`config.mk`:
```
export PLATFORM = sky130hd
export DESIGN_NAME = gate_drive_brake
export DESIGN_NICKNAME = d
export VERILOG_FILES = /design/src/rtl/gdrv_pkg.sv /design/src/rtl/slew_cfg_if.sv /design/src/rtl/gate_drive_brake.sv /design/src/rtl/deadtime_unit.sv /design/src/rtl/slew_sequencer.sv
export VERILOG_INCLUDE_DIRS = /design/src /design/src/rtl
export SDC_FILE = /design/constraint.sdc
export NUM_CORES = 1
export LEC_CHECK = 0
export BUFFER_PORTS_ARGS = -buffer_cell sky130_fd_sc_hd__buf_2
export CAP_MARGIN = 30
export CORE_ASPECT_RATIO = 1.75
export CORE_MARGIN = 2
export CORE_UTILIZATION = 50
export DETAILED_ROUTE_END_ITERATION = 12
export PLACE_DENSITY = 0.67
export SLEW_MARGIN = 20
export SYNTH_ARGS = -nofsm -noshare
export SYNTH_HDL_FRONTEND = slang
export SYNTH_SLANG_ARGS = --single-unit
export TNS_END_PERCENT = 30
```
`constraint.sdc`:
```
create_clock -name pclk -period 5.2 [get_ports pclk]
set_input_delay 0.26 -clock pclk [delete_from_list [all_inputs] [get_ports pclk]]
set_output_delay 0.26 -clock pclk [all_outputs]
set_load 0.05 [all_outputs]
```
`src/rtl/gdrv_cfg.svh`:
```
`ifndef GDRV_CFG_SVH
`define GDRV_CFG_SVH

// register byte offsets
`define ADDR_BRAKE_CFG 8'h00
`define ADDR_DEADTIME 8'h04
`define ADDR_SLEW_CUR 8'h08
`define ADDR_SLEW_TIME 8'h0C
`define ADDR_STATUS 8'h10

// field positions
`define BRK_MODE_LSB 0
`define DEADTIME_RISING_LSB 0
`define DEADTIME_FALLING_LSB 8
`define HS_ON_LSB 0
`define HS_OFF_LSB 4
`define LS_ON_LSB 8
`define LS_OFF_LSB 12
`define PRE_SRC_LSB 16
`define PRE_SNK_LSB 20
`define PRE_SRC_USE_BIT 24
`define PRE_SNK_USE_BIT 25
`define T1_LSB 0
`define T2_LSB 8
`define T3_LSB 16
`define T4_LSB 24

// reset values
`define RST_BRK_MODE 2'h1
`define RST_DT 8'h04
`define RST_CUR 4'h8
`define RST_TDRIVE 8'h04

// timing
`define CLK_PERIOD_NS 50
`define DT_MIN_NS 100
`define DT_MIN_CYC ((`DT_MIN_NS + `CLK_PERIOD_NS - 1) / `CLK_PERIOD_NS)

`endif

```
`src/rtl/gdrv_pkg.sv`:
```
package gdrv_pkg;
  typedef enum logic [1:0] {
    BRAKE_HIGH = 2'h0,
    BRAKE_LOW = 2'h1,
    BRAKE_ALT = 2'h2,
    BRAKE_HIZ = 2'h3
  } brake_mode_e;

  typedef enum logic [5:0] {
    S_OFF_FULL = 6'h01,
    S_PRE_ON = 6'h02,
    S_SLEW_ON = 6'h04,
    S_ON_FULL = 6'h08,
    S_PRE_OFF = 6'h10,
    S_SLEW_OFF = 6'h20
  } slew_state_e;
endpackage

```
`src/rtl/slew_cfg_if.sv`:
```
interface slew_cfg_if #(
  parameter int CW = 4,
  parameter int TW = 8
);
  logic [CW-1:0] hs_on;
  logic [CW-1:0] hs_off;
  logic [CW-1:0] ls_on;
  logic [CW-1:0] ls_off;
  logic [CW-1:0] pre_src;
  logic [CW-1:0] pre_snk;
  logic pre_src_use;
  logic pre_snk_use;
  logic [TW-1:0] t1;
  logic [TW-1:0] t2;
  logic [TW-1:0] t3;
  logic [TW-1:0] t4;
  modport src (output hs_on, hs_off, ls_on, ls_off, pre_src, pre_snk, pre_src_use,
    pre_snk_use, t1, t2, t3, t4);
  modport dst (input hs_on, hs_off, ls_on, ls_off, pre_src, pre_snk, pre_src_use,
    pre_snk_use, t1, t2, t3, t4);
endinterface

```
`src/rtl/gate_drive_brake.sv`:
```
// Implementation choices: register access over APB and the register offsets.
`include "gdrv_cfg.svh"

module gate_drive_brake #(
  parameter int PHASES = 3,
  parameter int CW = 4,
  parameter int TW = 8,
  parameter int ADDR_W = 8
) (
  // clock and reset
  input wire logic pclk,
  input wire logic presetn,
  // apb slave
  input wire logic psel,
  input wire logic penable,
  input wire logic pwrite,
  input wire logic [ADDR_W-1:0] paddr,
  input wire logic [31:0] pwdata,
  output logic [31:0] prdata,
  output logic pready,
  output logic pslverr,
  // pwm inputs and brake triggers
  input wire logic [PHASES-1:0] high_pwm_in,
  input wire logic [PHASES-1:0] low_pwm_in,
  input wire logic brake_request_n,
  input wire logic overcurrent_fault,
  input wire logic watchdog_fault,
  // gate commands
  output logic [PHASES-1:0] high_gate_out,
  output logic [PHASES-1:0] low_gate_out,
  // gate current selection
  output logic [PHASES*CW-1:0] hi_gate_current,
  output logic [PHASES-1:0] hi_gate_full,
  output logic [PHASES*CW-1:0] lo_gate_current,
  output logic [PHASES-1:0] lo_gate_full
);
  gdrv_pkg::brake_mode_e brake_mode_q;
  logic [TW-1:0] deadtime_rising_q;
  logic [TW-1:0] deadtime_falling_q;
  logic [CW-1:0] hi_side_turnon_current_q;
  logic [CW-1:0] hi_side_turnoff_current_q;
  logic [CW-1:0] lo_side_turnon_current_q;
  logic [CW-1:0] lo_side_turnoff_current_q;
  logic [CW-1:0] precharge_current_q;
  logic [CW-1:0] predischarge_current_q;
  logic precharge_current_use_q;
  logic predischarge_current_use_q;
  logic [TW-1:0] precharge_duration_q;
  logic [TW-1:0] turnon_slew_duration_q;
  logic [TW-1:0] predischarge_duration_q;
  logic [TW-1:0] turnoff_slew_duration_q;
  logic brake_cond;
  logic brake_active_q;
  logic alt_side_q;
  logic side_high;
  logic side_hiz;
  logic [PHASES-1:0] hi_req;
  logic [PHASES-1:0] lo_req;
  logic wr_en;
  logic rd_setup;
  logic [TW-1:0] dt_min;

  slew_cfg_if #(.CW(CW), .TW(TW)) slew_cfg ();

  function automatic logic is_mapped(input logic [ADDR_W-1:0] addr);
    case (addr)
      ADDR_W'(`ADDR_BRAKE_CFG), ADDR_W'(`ADDR_DEADTIME), ADDR_W'(`ADDR_SLEW_CUR),
      ADDR_W'(`ADDR_SLEW_TIME), ADDR_W'(`ADDR_STATUS): is_mapped = 1'b1;
      default: is_mapped = 1'b0;
    endcase
  endfunction

  assign dt_min = TW'(`DT_MIN_CYC);

  // ---------------- apb slave ----------------
  // zero wait states: the access phase always completes
  assign pready = 1'b1;
  assign pslverr = psel & penable & ~is_mapped(paddr);
  assign wr_en = psel & penable & pwrite & is_mapped(paddr);
  assign rd_setup = psel & ~penable & ~pwrite;

  // brake mode may change at any time and acts at once
  always_ff @(posedge pclk or negedge presetn) begin
    if (!presetn) begin
      brake_mode_q <= gdrv_pkg::brake_mode_e'(`RST_BRK_MODE);
    end else if (wr_en && paddr == ADDR_W'(`ADDR_BRAKE_CFG)) begin
      brake_mode_q <= gdrv_pkg::brake_mode_e'(pwdata[`BRK_MODE_LSB +: 2]);
    end
  end

  always_ff @(posedge pclk or negedge presetn) begin
    if (!presetn) begin
      deadtime_rising_q <= TW'(`RST_DT);
      deadtime_falling_q <= TW'(`RST_DT);
    end else if (wr_en && paddr == ADDR_W'(`ADDR_DEADTIME)) begin
      deadtime_rising_q <= pwdata[`DEADTIME_RISING_LSB +: TW];
      deadtime_falling_q <= pwdata[`DEADTIME_FALLING_LSB +: TW];
    end
  end

  always_ff @(posedge pclk or negedge presetn) begin
    if (!presetn) begin
      hi_side_turnon_current_q <= CW'(`RST_CUR);
      hi_side_turnoff_current_q <= CW'(`RST_CUR);
      lo_side_turnon_current_q <= CW'(`RST_CUR);
      lo_side_turnoff_current_q <= CW'(`RST_CUR);
      precharge_current_q <= CW'(`RST_CUR);
      predischarge_current_q <= CW'(`RST_CUR);
      precharge_current_use_q <= 1'b0;
      predischarge_current_use_q <= 1'b0;
    end else if (wr_en && paddr == ADDR_W'(`ADDR_SLEW_CUR)) begin
      hi_side_turnon_current_q <= pwdata[`HS_ON_LSB +: CW];
      hi_side_turnoff_current_q <= pwdata[`HS_OFF_LSB +: CW];
      lo_side_turnon_current_q <= pwdata[`LS_ON_LSB +: CW];
      lo_side_turnoff_current_q <= pwdata[`LS_OFF_LSB +: CW];
      precharge_current_q <= pwdata[`PRE_SRC_LSB +: CW];
      predischarge_current_q <= pwdata[`PRE_SNK_LSB +: CW];
      precharge_current_use_q <= pwdata[`PRE_SRC_USE_BIT];
      predischarge_current_use_q <= pwdata[`PRE_SNK_USE_BIT];
    end
  end

  always_ff @(posedge pclk or negedge presetn) begin
    if (!presetn) begin
      precharge_duration_q <= TW'(`RST_TDRIVE);
      turnon_slew_duration_q <= TW'(`RST_TDRIVE);
      predischarge_duration_q <= TW'(`RST_TDRIVE);
      turnoff_slew_duration_q <= TW'(`RST_TDRIVE);
    end else if (wr_en && paddr == ADDR_W'(`ADDR_SLEW_TIME)) begin
      precharge_duration_q <= pwdata[`T1_LSB +: TW];
      turnon_slew_duration_q <= pwdata[`T2_LSB +: TW];
      predischarge_duration_q <= pwdata[`T3_LSB +: TW];
      turnoff_slew_duration_q <= pwdata[`T4_LSB +: TW];
    end
  end

  // read data is captured in the setup phase so it is stable for the access phase
  always_ff @(posedge pclk or negedge presetn) begin
    if (!presetn) begin
      prdata <= 32'h0;
    end else if (rd_setup) begin
      prdata <= 32'h0;
      case (paddr)
        ADDR_W'(`ADDR_BRAKE_CFG): prdata[`BRK_MODE_LSB +: 2] <= brake_mode_q;
        ADDR_W'(`ADDR_DEADTIME): begin
          prdata[`DEADTIME_RISING_LSB +: TW] <= deadtime_rising_q;
          prdata[`DEADTIME_FALLING_LSB +: TW] <= deadtime_falling_q;
        end
        ADDR_W'(`ADDR_SLEW_CUR): begin
          prdata[`HS_ON_LSB +: CW] <= hi_side_turnon_current_q;
          prdata[`HS_OFF_LSB +: CW] <= hi_side_turnoff_current_q;
          prdata[`LS_ON_LSB +: CW] <= lo_side_turnon_current_q;
          prdata[`LS_OFF_LSB +: CW] <= lo_side_turnoff_current_q;
          prdata[`PRE_SRC_LSB +: CW] <= precharge_current_q;
          prdata[`PRE_SNK_LSB +: CW] <= predischarge_current_q;
          prdata[`PRE_SRC_USE_BIT] <= precharge_current_use_q;
          prdata[`PRE_SNK_USE_BIT] <= predischarge_current_use_q;
        end
        ADDR_W'(`ADDR_SLEW_TIME): begin
          prdata[`T1_LSB +: TW] <= precharge_duration_q;
          prdata[`T2_LSB +: TW] <= turnon_slew_duration_q;
          prdata[`T3_LSB +: TW] <= predischarge_duration_q;
          prdata[`T4_LSB +: TW] <= turnoff_slew_duration_q;
        end
        ADDR_W'(`ADDR_STATUS): begin
          prdata[0] <= brake_active_q;
          prdata[1] <= side_high;
          prdata[2] <= ~brake_request_n;
          prdata[3] <= overcurrent_fault;
          prdata[4] <= watchdog_fault;
          prdata[8 +: PHASES] <= high_gate_out;
          prdata[12 +: PHASES] <= low_gate_out;
        end
        default: prdata <= 32'h0;
      endcase
    end
  end

  // one shared settings set feeds every driver
  assign slew_cfg.hs_on = hi_side_turnon_current_q;
  assign slew_cfg.hs_off = hi_side_turnoff_current_q;
  assign slew_cfg.ls_on = lo_side_turnon_current_q;
  assign slew_cfg.ls_off = lo_side_turnoff_current_q;
  assign slew_cfg.pre_src = precharge_current_q;
  assign slew_cfg.pre_snk = predischarge_current_q;
  assign slew_cfg.pre_src_use = precharge_current_use_q;
  assign slew_cfg.pre_snk_use = predischarge_current_use_q;
  assign slew_cfg.t1 = precharge_duration_q;
  assign slew_cfg.t2 = turnon_slew_duration_q;
  assign slew_cfg.t3 = predischarge_duration_q;
  assign slew_cfg.t4 = turnoff_slew_duration_q;

  // ---------------- brake control ----------------
  // the pin is trusted to idle high; any low level counts at once
  assign brake_cond = ~brake_request_n | overcurrent_fault | watchdog_fault;

  always_ff @(posedge pclk or negedge presetn) begin
    if (!presetn) begin
      brake_active_q <= 1'b0;
    end else begin
      brake_active_q <= brake_cond;
    end
  end

  // side flips when the unregistered condition rises, together with brake_active_q, so the first event brakes high
  always_ff @(posedge pclk or negedge presetn) begin
    if (!presetn) begin
      alt_side_q <= 1'b0;
    end else if (brake_cond && !brake_active_q) begin
      alt_side_q <= ~alt_side_q;
    end
  end

  assign side_hiz = (brake_mode_q == gdrv_pkg::BRAKE_HIZ);
  assign side_high = (brake_mode_q == gdrv_pkg::BRAKE_HIGH) |
    ((brake_mode_q == gdrv_pkg::BRAKE_ALT) & alt_side_q);

  // brake pattern overrides pwm; dead time unit handles the hand-over
  assign hi_req = brake_active_q ? {PHASES{side_high & ~side_hiz}} : high_pwm_in;
  assign lo_req = brake_active_q ? {PHASES{~side_high & ~side_hiz}} : low_pwm_in;

  // ---------------- per-phase drivers ----------------
  for (genvar p = 0; p < PHASES; p++) begin : g_phase
    deadtime_unit #(.DW(TW)) u_dt (
      .pclk(pclk),
      .presetn(presetn),
      .hi_req(hi_req[p]),
      .lo_req(lo_req[p]),
      .deadtime_rising(deadtime_rising_q),
      .deadtime_falling(deadtime_falling_q),
      .dt_min(dt_min),
      .hi_gate(high_gate_out[p]),
      .lo_gate(low_gate_out[p])
    );
    slew_sequencer #(.HIGH_SIDE(1'b1), .CW(CW), .TW(TW)) u_hi (
      .pclk(pclk),
      .presetn(presetn),
      .cfg(slew_cfg),
      .gate_on(high_gate_out[p]),
      .gate_current(hi_gate_current[p*CW +: CW]),
      .gate_full(hi_gate_full[p])
    );
    slew_sequencer #(.HIGH_SIDE(1'b0), .CW(CW), .TW(TW)) u_lo (
      .pclk(pclk),
      .presetn(presetn),
      .cfg(slew_cfg),
      .gate_on(low_gate_out[p]),
      .gate_current(lo_gate_current[p*CW +: CW]),
      .gate_full(lo_gate_full[p])
    );
  end

  // ---------------- checks ----------------
  // own both-off run length of phase 0, kept apart from the dead time units
  logic [TW-1:0] off_run_q;
  logic [TW-1:0] rise_floor;
  logic [TW-1:0] fall_floor;

  assign rise_floor = (deadtime_rising_q < dt_min) ? dt_min : deadtime_rising_q;
  assign fall_floor = (deadtime_falling_q < dt_min) ? dt_min : deadtime_falling_q;

  always_ff @(posedge pclk or negedge presetn) begin
    if (!presetn) begin
      off_run_q <= '0;
    end else if (high_gate_out[0] | low_gate_out[0]) begin
      off_run_q <= '0;
    end else if (off_run_q != '1) begin
      off_run_q <= off_run_q + TW'(1);
    end
  end

  a_brake_trigger: assert property (@(posedge pclk) disable iff (!presetn)
    brake_cond |=> brake_active_q)
    else $error("brake trigger not registered");
  a_brake_high_side: assert property (@(posedge pclk) disable iff (!presetn)
    brake_active_q && brake_mode_q == gdrv_pkg::BRAKE_HIGH |=> low_gate_out == '0)
    else $error("low gates on during high-side braking");
  a_brake_low_side: assert property (@(posedge pclk) disable iff (!presetn)
    brake_active_q && brake_mode_q == gdrv_pkg::BRAKE_LOW |=> high_gate_out == '0)
    else $error("high gates on during low-side braking");
  a_alt_toggle: assert property (@(posedge pclk) disable iff (!presetn)
    $rose(brake_active_q) |-> alt_side_q != $past(alt_side_q))
    else $error("alternate side did not flip");
  a_side_high_on: assert property (@(posedge pclk) disable iff (!presetn)
    brake_active_q && side_high && !side_hiz |=> low_gate_out == '0)
    else $error("low gates on while braking high");
  a_side_low_on: assert property (@(posedge pclk) disable iff (!presetn)
    brake_active_q && !side_high && !side_hiz |=> high_gate_out == '0)
    else $error("high gates on while braking low");
  a_brake_hiz: assert property (@(posedge pclk) disable iff (!presetn)
    brake_active_q && side_hiz |=> high_gate_out == '0 && low_gate_out == '0)
    else $error("gate on during non-power braking");
  a_mode_write: assert property (@(posedge pclk) disable iff (!presetn)
    wr_en && paddr == ADDR_W'(`ADDR_BRAKE_CFG)
    |=> brake_mode_q == $past(pwdata[`BRK_MODE_LSB +: 2]))
    else $error("brake mode write not applied");
  a_no_overlap: assert property (@(posedge pclk) disable iff (!presetn)
    (high_gate_out & low_gate_out) == '0)
    else $error("both gates of a phase on");
  a_rise_gap: assert property (@(posedge pclk) disable iff (!presetn)
    $rose(high_gate_out[0]) |-> $past(off_run_q) >= $past(rise_floor) - TW'(1))
    else $error("rising dead time shorter than programmed");
  a_fall_gap: assert property (@(posedge pclk) disable iff (!presetn)
    $rose(low_gate_out[0]) |-> $past(off_run_q) >= $past(fall_floor) - TW'(1))
    else $error("falling dead time shorter than programmed");
  a_min_dead_hi: assert property (@(posedge pclk) disable iff (!presetn)
    $rose(high_gate_out[0]) |-> $past(low_gate_out[0], 1) == 1'b0
      && $past(low_gate_out[0], 2) == 1'b0)
    else $error("high gate rose inside minimum dead time");
  a_min_dead_lo: assert property (@(posedge pclk) disable iff (!presetn)
    $rose(low_gate_out[0]) |-> $past(high_gate_out[0], 1) == 1'b0
      && $past(high_gate_out[0], 2) == 1'b0)
    else $error("low gate rose inside minimum dead time");
  a_brake_sequence: assert property (@(posedge pclk) disable iff (!presetn)
    brake_active_q && low_gate_out[0] && side_high && !side_hiz
    |=> !low_gate_out[0] ##1 !high_gate_out[0])
    else $error("braking side turned on without dead time");
  a_brake_seq_low: assert property (@(posedge pclk) disable iff (!presetn)
    brake_active_q && high_gate_out[0] && !side_high && !side_hiz
    |=> !high_gate_out[0] ##1 !low_gate_out[0])
    else $error("low braking side turned on without dead time");

  c_brake_high: cover property (@(posedge pclk) disable iff (!presetn)
    brake_active_q && high_gate_out == '1);
  c_brake_low: cover property (@(posedge pclk) disable iff (!presetn)
    brake_active_q && low_gate_out == '1);
  c_brake_hiz: cover property (@(posedge pclk) disable iff (!presetn)
    brake_active_q && side_hiz);
  c_alt_flip: cover property (@(posedge pclk) disable iff (!presetn)
    $rose(brake_active_q) && brake_mode_q == gdrv_pkg::BRAKE_ALT);
  c_resume_pwm: cover property (@(posedge pclk) disable iff (!presetn)
    $fell(brake_active_q) ##[1:300] $rose(high_gate_out[0]));
endmodule // gate_drive_brake

```
`src/rtl/deadtime_unit.sv`:
```
module deadtime_unit #(
  parameter int DW = 8
) (
  // clock and reset
  input wire logic pclk,
  input wire logic presetn,
  // requested pattern
  input wire logic hi_req,
  input wire logic lo_req,
  // timing
  input wire logic [DW-1:0] deadtime_rising,
  input wire logic [DW-1:0] deadtime_falling,
  input wire logic [DW-1:0] dt_min,
  // gate commands
  output logic hi_gate,
  output logic lo_gate
);
  logic [DW-1:0] cnt_q;
  logic [DW-1:0] eff_rise;
  logic [DW-1:0] eff_fall;
  logic hi_d;
  logic lo_d;

  // programmed values never undercut the floor
  assign eff_rise = (deadtime_rising < dt_min) ? dt_min : deadtime_rising;
  assign eff_fall = (deadtime_falling < dt_min) ? dt_min : deadtime_falling;

  // turn-off is immediate, turn-on waits for the opposite side to be dead long enough
  assign hi_d = hi_req & ~lo_req & ~lo_gate & (hi_gate | (cnt_q >= eff_rise - DW'(1)));
  assign lo_d = lo_req & ~hi_req & ~hi_gate & (lo_gate | (cnt_q >= eff_fall - DW'(1)));

  always_ff @(posedge pclk or negedge presetn) begin
    if (!presetn) begin
      hi_gate <= 1'b0;
      lo_gate <= 1'b0;
    end else begin
      hi_gate <= hi_d;
      lo_gate <= lo_d;
    end
  end

  // counts cycles with both switches off, saturating
  always_ff @(posedge pclk or negedge presetn) begin
    if (!presetn) begin
      cnt_q <= '0;
    end else if (hi_gate | lo_gate) begin
      cnt_q <= '0;
    end else if (cnt_q != {DW{1'b1}}) begin
      cnt_q <= cnt_q + DW'(1);
    end
  end
endmodule // deadtime_unit

```
`src/rtl/slew_sequencer.sv`:
```
module slew_sequencer #(
  parameter bit HIGH_SIDE = 1'b1,
  parameter int CW = 4,
  parameter int TW = 8
) (
  // clock and reset
  input wire logic pclk,
  input wire logic presetn,
  // shared settings
  slew_cfg_if.dst cfg,
  // gate command
  input wire logic gate_on,
  // current selection
  output logic [CW-1:0] gate_current,
  output logic gate_full
);
  gdrv_pkg::slew_state_e state_q, state_d;
  logic gate_on_q;
  logic [TW-1:0] cnt_q, cnt_d;
  logic [TW-1:0] t_slew_q;
  logic [CW-1:0] pre_cur_q;
  logic [CW-1:0] slew_cur_q;
  logic pre_use_q;
  logic start_on;
  logic start_off;
  logic last;

  assign start_on = gate_on & ~gate_on_q;
  assign start_off = ~gate_on & gate_on_q;
  assign last = (cnt_q == TW'(1));

  always_comb begin
    state_d = state_q;
    cnt_d = (cnt_q == '0) ? cnt_q : cnt_q - TW'(1);
    if (start_on) begin
      // zero durations skip their phase
      if (cfg.t1 != '0) begin
        state_d = gdrv_pkg::S_PRE_ON;
        cnt_d = cfg.t1;
      end else if (cfg.t2 != '0) begin
        state_d = gdrv_pkg::S_SLEW_ON;
        cnt_d = cfg.t2;
      end else begin
        state_d = gdrv_pkg::S_ON_FULL;
      end
    end else if (start_off) begin
      if (cfg.t3 != '0) begin
        state_d = gdrv_pkg::S_PRE_OFF;
        cnt_d = cfg.t3;
      end else if (cfg.t4 != '0) begin
        state_d = gdrv_pkg::S_SLEW_OFF;
        cnt_d = cfg.t4;
      end else begin
        state_d = gdrv_pkg::S_OFF_FULL;
      end
    end else begin
      case (state_q)
        gdrv_pkg::S_PRE_ON: begin
          if (last) begin
            state_d = (t_slew_q != '0) ? gdrv_pkg::S_SLEW_ON : gdrv_pkg::S_ON_FULL;
            cnt_d = t_slew_q;
          end
        end
        gdrv_pkg::S_SLEW_ON: begin
          if (last) state_d = gdrv_pkg::S_ON_FULL;
        end
        gdrv_pkg::S_PRE_OFF: begin
          if (last) begin
            state_d = (t_slew_q != '0) ? gdrv_pkg::S_SLEW_OFF : gdrv_pkg::S_OFF_FULL;
            cnt_d = t_slew_q;
          end
        end
        gdrv_pkg::S_SLEW_OFF: begin
          if (last) state_d = gdrv_pkg::S_OFF_FULL;
        end
        gdrv_pkg::S_ON_FULL, gdrv_pkg::S_OFF_FULL: state_d = state_q;
        default: state_d = gdrv_pkg::S_OFF_FULL;
      endcase
    end
  end

  always_ff @(posedge pclk or negedge presetn) begin
    if (!presetn) begin
      state_q <= gdrv_pkg::S_OFF_FULL;
      cnt_q <= '0;
      gate_on_q <= 1'b0;
    end else begin
      state_q <= state_d;
      cnt_q <= cnt_d;
      gate_on_q <= gate_on;
    end
  end

  // settings are sampled only at a switching edge, never mid-transition
  always_ff @(posedge pclk or negedge presetn) begin
    if (!presetn) begin
      t_slew_q <= '0;
      pre_cur_q <= '0;
      slew_cur_q <= '0;
      pre_use_q <= 1'b0;
    end else if (start_on) begin
      t_slew_q <= cfg.t2;
      pre_cur_q <= cfg.pre_src;
      pre_use_q <= cfg.pre_src_use;
      slew_cur_q <= HIGH_SIDE ? cfg.hs_on : cfg.ls_on;
    end else if (start_off) begin
      t_slew_q <= cfg.t4;
      pre_cur_q <= cfg.pre_snk;
      pre_use_q <= cfg.pre_snk_use;
      slew_cur_q <= HIGH_SIDE ? cfg.hs_off : cfg.ls_off;
    end
  end

  // outputs follow the next state so they line up with state_q
  always_ff @(posedge pclk or negedge presetn) begin
    if (!presetn) begin
      gate_current <= '0;
      gate_full <= 1'b1;
    end else begin
      case (state_d)
        gdrv_pkg::S_PRE_ON, gdrv_pkg::S_PRE_OFF: begin
          gate_current <= start_on ? cfg.pre_src : (start_off ? cfg.pre_snk : pre_cur_q);
          gate_full <= start_on ? ~cfg.pre_src_use : (start_off ? ~cfg.pre_snk_use :
            ~pre_use_q);
        end
        gdrv_pkg::S_SLEW_ON, gdrv_pkg::S_SLEW_OFF: begin
          gate_current <= start_on ? (HIGH_SIDE ? cfg.hs_on : cfg.ls_on) :
            (start_off ? (HIGH_SIDE ? cfg.hs_off : cfg.ls_off) : slew_cur_q);
          gate_full <= 1'b0;
        end
        default: begin
          gate_current <= '0;
          gate_full <= 1'b1;
        end
      endcase
    end
  end

  a_precharge_entry: assert property (@(posedge pclk) disable iff (!presetn)
    start_on && cfg.t1 != '0 |=> state_q == gdrv_pkg::S_PRE_ON)
    else $error("precharge not entered on turn-on");
  a_zero_slew_skip: assert property (@(posedge pclk) disable iff (!presetn)
    state_q == gdrv_pkg::S_PRE_ON && last && t_slew_q == '0 && gate_on
    |=> state_q == gdrv_pkg::S_ON_FULL && gate_full)
    else $error("zero slew duration not skipped");
  a_precharge_full: assert property (@(posedge pclk) disable iff (!presetn)
    state_q == gdrv_pkg::S_PRE_ON && !pre_use_q |-> gate_full)
    else $error("precharge not at full current while disabled");
endmodule // slew_sequencer

```
After elaboration in Yosys (flattened, before gate mapping)
Cells that the tools add are included.
{ "totals": {"regBits": 362, "input_bits": 54, "output_inout_bits": 70, "word_cells": 521} }
{ "op_classes": {"order_cmp": 8, "n_reduce_logical": 58, "n_eq_ne": 75, "n_bitwise": 84, "add_sub_neg": 11, "n_mux": 204} }
{ "op_table": {"columns": ["cell", "n"], "rows": [
  ["2-to-1 mux 8 bit", 74],
  ["2-to-1 mux 6 bit", 45],
  ["one-hot mux 6 bit (5 select lines)", 6],
  ["2-to-1 mux 4 bit", 32],
  ["nonzero test 8 bit", 10],
  ["== test 6 x 2 -> 1 bit, second input constant", 12],
  ["== test 6 x 3 -> 1 bit, second input constant", 12],
  ["== test 6 x 5 -> 1 bit, second input constant", 12],
  ["== test 6 bit, second input constant", 12],
  ["subtractor 8 x 1 -> 8 bit, second input constant", 8],
  ["zero test 8 bit", 7],
  ["== test 8 x 1 -> 1 bit, second input constant", 6],
  ["greater-or-equal comparator 8 bit", 6],
  ["one-hot mux 4 bit (2 select lines)", 6],
  ["OR reduction 2 bit", 24],
  ["bitwise AND 1 bit", 39],
  ["== test 6 x 1 -> 1 bit, second input constant", 6],
  ["== test 6 x 4 -> 1 bit, second input constant", 6],
  ["one-hot mux 3 bit (4 select lines)", 3],
  ["NOT 1 bit", 33],
  ["2-to-1 mux 1 bit", 25],
  ["adder 8 x 1 -> 8 bit, second input constant", 3],
  ["!= test 8 bit, second input constant", 3],
  ["one-hot mux 10 bit (2 select lines)", 1],
  ["other kinds (16)", 49]
]} }

Logic depth before layout (Yosys ltp)
{ "logic_depth": {"depth_word": 10, "ltp_mapped": 14, "ltp_nobuf": 14} }

Hierarchy
Synthesis repeated with hierarchy kept, for this count alone.
{ "unflattened": {"hier_cells": 2797, "area_unflattened_um2": 25513.2} }
{ "by_module_without_submodules": {"columns": ["mod", "seq_area_each_um2", "cells_each", "instances", "area_per_inst_um2"], "rows": [
  ["slew_sequencer at g_phase[1].u_hi ...", 928.4, 310, 2, 2606.2],
  ["slew_sequencer at g_phase[2].u_hi ...", 928.4, 302, 2, 2555.0],
  ["deadtime_unit", 250.2, 197, 3, 1669.1],
  ["gate_drive_brake", 2768.9, 355, 1, 4797.1],
  ["slew_sequencer at g_phase[0].u_hi", 928.4, 315, 1, 2706.3],
  ["slew_sequencer at g_phase[0].u_lo", 928.4, 312, 1, 2680.1]
]} }

Least setup slack after synthesis
Ideal clock, no wire load.
{ "synth_path": {"path_type": "flip-flop to flip-flop", "from": "register deadtime_rising_q[3]", "to": "register g_phase[1].u_dt.hi_gate", "path_stages_with_launch": 14, "slack_ns": 1.525, "n_path_buf": 0, "t_arrival_ns": 3.557, "required_time_ns": 5.081, "synth_period_minus_slack_ns": 3.675, "setup_time_ns": 0.119, "cell_sequence": "dfrtp_1 -> nor2_1 -> nand2_1 -> o41ai_1 -> ha_1 -> xnor2_1 -> ha_1 -> a21o_1 -> a31oi_1 -> o21ai_0 -> maj3_1 -> maj3_1 -> maj3_1 -> o21a_1"} }
{ "synth_between": {"elab_chain_cells": 6} }
{ "synth_rtl": {"columns": ["item", "line", "rtl"], "rows": [
  ["start, declared", "gate_drive_brake.sv:38", "logic [TW-1:0] deadtime_rising_q;"],
  ["start signal, assigned", "gate_drive_brake.sv:93", "deadtime_rising_q <= TW'(`RST_DT);"],
  ["start signal, assigned", "gate_drive_brake.sv:96", "deadtime_rising_q <= pwdata[`DEADTIME_RISING_LSB +: TW];"],
  ["less-than comparator 8 x 2 -> 1 bit", null, null],
  ["2-to-1 mux 8 bit *", "deadtime_unit.sv:25", "assign eff_rise = (deadtime_rising < dt_min) ? dt_min : deadtime_rising;"],
  ["subtractor 8 x 1 -> 8 bit *", "deadtime_unit.sv:29", "assign hi_d = hi_req & ~lo_req & ~lo_gate & (hi_gate | (cnt_q >= eff_rise - DW'(1)));"],
  ["greater-or-equal comparator 8 bit *", "deadtime_unit.sv:29", null],
  ["OR 1 bit *", "deadtime_unit.sv:29", null],
  ["bitwise AND 1 bit *", "deadtime_unit.sv:29", null],
  ["named net g_phase[1].u_dt.hi_d", "deadtime_unit.sv:21", "logic hi_d;"],
  ["end signal, assigned", "deadtime_unit.sv:37", "hi_gate <= hi_d;"],
  ["end, declared", "deadtime_unit.sv:15", "output logic hi_gate,"]
]} }
Mark *: on every way through the listed nets, which the timed path passes. The rest lies on a longest branch.
A chain may end at the register's enable or synchronous reset.

Final worst setup path
Same ends and word-level chain as after synthesis.

==> summary.md <==
| Metric | Value |
|---|---|
| CTS HTree Levels | 2 |
| Number of max-cap violations | 0 |
| Clk sinks | 362 |
| Die ar. | 44570 um^2 |
| GRT Resource Usage Total | 0.3331 |
| Ys flop type | dfrtp_1 |
| Hold path cells | 2 |
| Final period demand of the worst path | 4181 ps |
| Worst hold-check path type | input port to flip-flop |
| Worst Tran Pin Value | 1012 ps |
| Initial detailed-routing violation count | 1537 |
| WL final | 74.00 mm |
| Initial Util | 0.5050 |
| Drt pass-1 iters | 9 |
| Residual DRC | 0 |
| Endpoints failing hold | 0 |
| Sequential share of the synthesized area | 0.4244 |
| Power Density | 397.6 nW/um^2 |
| Most common cell after layout, fill and taps aside | dfrtp_1 |
| RSZ-0062 raised after global routing | no |
| CTS tree | built |
| EDFF count, synth | 0 |
| I/O pins | 124 |
| Fin crit share | 0.8040 |
| FF-to-FF path depth | 13 |
| Post-DR vias/cell | 6.260 |
| Vias in the first global route | 18967 |
| DR WL/cell | 24.60 um |
| Post-route ant nets | 0 |
| Fill cells | 3797 |
| Async SR Flop Fraction | 1.000 |
| Gpl congestion | 0.9528 |
| Count of cell types in the netlist | 85 |
| Startpoint types | flip-flop |
| Postcts setup bufs | 0 |
| Width of the die | 160.5 um |
| VDD IR-drop max | 0.2793 mV |
| Most frequent cells in the layout | dfrtp_1, nand2_1, nor2_1 |
| Leading area contributor after synthesis | dfrtp_1 |
| Longest Clk Path Bufs | 3 |
| F_max | 0.2392 GHz |
| Fin util | 0.5638 |
| Register bit count reported by yosys | 362 |
| Largest family of logic cells by synthesized area | compound AO/OA/AOI/OAI gates |
| FP Rows | 100 |
| Worst path cell trace | nor2_1, nand2_1, o41ai_1, ha_1, xnor2_1, ha_1, a21o_1, a31oi_1, o21ai_0, maj3_1, maj3_1, maj3_1, o21a_1 |
| Vias | 18829 |
| Initial antenna violation count | 0 |
| Root buf cell | clkbuf_16 |
| XOR/XNOR Fraction of Synth Area | 0.02208 |
| Core box area | 42420 um^2 |
| Synth Area in Adders | 0.04329 |
| Multiplexer share of the synthesized area | 0.1092 |
| Post-synthesis simple-gate area fraction | 0.1651 |
| Final Setup Violations | 0 |
| Worst path slowest cell | o41ai_1 |
| Largest net degree at the start of global routing | 139 |
| Clock Skews | 23.56 ps |
| Area contributors post-synth | dfrtp_1, mux2i_1, nand2_1 |
| Area growth, synth to finish | 11.66% |
| Crit path required time | 5630 ps |
| Leak | 0.01082 uW |
| Clock transition at path regs | 70 ps |
| Number of warnings issued by yosys | 0 |
| Share of layout cells above drive strength 1 | 0.1181 |
| Relative slew slack | 0.3254 |
| R2R setup slack | 1020 ps |
| Critical Path AT | 4610 ps |
| Post-Syn Area | 21420 um^2 |
| Syn Inst Count | 2346 |
| Avg Inst Size Synth | 9.130 um^2 |
| Largest stage delay, worst path | 700 ps |
| Outcome | complete, no violations |
| Maximum fanout along the worst path | 4 |
| Critical Path End Type | flip-flop |
| Final #Nets | 2539 |
| WHS | 27.19 ps |
| Syn_nets | 2465 |
| HPWL after detailed placement | 53.99 mm |
| Top cell type's share of synthesized area | 0.3937 |
| Global-route wire length before repair | 113.1 mm |
| CTS buffer count | 37 |
| TNS Setup | 0 ps |
| Gr ovfl total | 0 |
| Setup CP Type | flip-flop to flip-flop |
| Die height | 277.8 um |
| Post-CTS sizing | 0 |
| Most used cell, CP | maj3_1 |
| Input/output buffers | 122 |
| Synth Area in Compound Gates | 0.1885 |
| Max Transition Viols Final | 0 |
| Worst skew pair latency | 550 ps |
| Antenna fix cells | 0 |
[critical path, delay by kind of cell, from the launching register on]
kind                       cells  cell delay [ps]
adders and majority gates      5             1720
DFF                            1              410
AOI/OAI and AO/OA              5             1340
xor gates and xnor gates       1              210
and+or+nand+nor                2              380
[final cells by class]
| cell class | count | area (um^2) | share of cell area |
|---|---|---|---|
| clock buffer | 60 | 1112 | 0.04651 |
| clock inverter | 6 | 40.04 | 0.001674 |
| inverter | 86 | 322.8 | 0.01350 |
| multi-input combinational | 1733 | 11340 | 0.4743 |
| sequential | 362 | 9090 | 0.3801 |
| tap | 561 | 701.9 | 0.02935 |
| timing repair buffer | 200 | 1306 | 0.05462 |
[state kept, by name (all words and copies together) (netlist names), 12 cells and up]
register and flops:
g_phase.u_dt.cnt_q 24, g_phase.u_lo.gate_current 12, g_phase.u_lo.t_slew_q 24, g_phase.u_hi.slew_cur_q 12, g_phase.u_hi.state_q 18, g_phase.u_hi.pre_cur_q 12, g_phase.u_lo.state_q 18, g_phase.u_lo.pre_cur_q 12
g_phase.u_lo.slew_cur_q 12, g_phase.u_hi.t_slew_q 24, prdata 32, g_phase.u_hi.gate_current 12, g_phase.u_hi.cnt_q 24, g_phase.u_lo.cnt_q 24
[synthesized netlist by cell type, types with 34 or more instances]
cell      instances
a211oi_1         37
ha_1             65
o21ai_1          59
mux2i_1         138
nand2_1         296
mux2_1           74
o21ai_0         149
o21a_1           53
dfrtp_1         337
clkbuf_1        107
inv_1            85
a31oi_1          34
nor4_1           36
nor2_1          167
a21oi_1         125
nand3_1          66
[layer usage]
| metal | wire, um | vias to the layer above | track usage |
|---|---|---|---|
| li1 | - | 8589 | - |
| met1 | 25350 | 9200 | 0.3547 |
| met2 | 37660 | 768 | 0.5975 |
| met3 | 4132 | 272 | 0.03962 |
| met4 | 6861 | 0 | 0.2523 |
| met5 | 0 | - | 0 |
[path summary, 6_finish.rpt]
check | start | to
hold reg to reg | prdata[28]$_DFFE_PN0P_ | prdata[28]$_DFFE_PN0P_
max in group asynchronous | presetn | g_phase[2].u_lo.state_q[1]$_DFF_PN0_
hold / removal | pwdata[7] | deadtime_rising_q[7]$_DFFE_PN0P_
min in group asynchronous | presetn | prdata[5]$_DFFE_PN0P_
setup reg to reg | deadtime_rising_q[3]$_DFFE_PN0P_ | g_phase[1].u_dt.hi_gate$_DFF_PN0_
setup / recovery | deadtime_rising_q[3]$_DFFE_PN0P_ | g_phase[1].u_dt.hi_gate$_DFF_PN0_
[kinds of logic after synthesis]
group | Yosys count
AND/OR/NAND/NOR | 745
AO/OA/AOI/OAI | 634
flip-flops | 362
buffers and inverters | 251
multiplexers | 223
adder cells (fa/ha/maj) | 76
XOR/XNOR | 54
other | 1
[where the power goes]
part / internal, uW / leakage, uW / total (uW) / switching [uW]
Combinational: 1290 / 0.00546 / 3310 / 2020
Sequential: 3140 / 0.00480 / 3570 / 432
Clock: 1460 / 0.000564 / 2630 / 1160
[metrics by stage]
step / std cells / setup WS (ps) / power (uW) / instance area (um^2)
2_1_floorplan: 2346 / 1525 / 5997 / 21420
3_3_place_gp: 2904 / 1044 / 6772 / 22400
3_5_place_dp: 2911 / 990.6 / 6860 / 22450
4_1_cts: 3008 / 951.2 / 9497 / 23920
5_1_grt: 3008 / 755.8 / 10070 / 23920
6_report: 3008 / 1019 / 9509 / 23920
[repair_timing]
item | CTS | global route
setup endpoints to repair | 0 | 0
hold buffers | 31 | 0
hold endpoints to repair | 172 | 0
(Power assumes the default switching activity.)
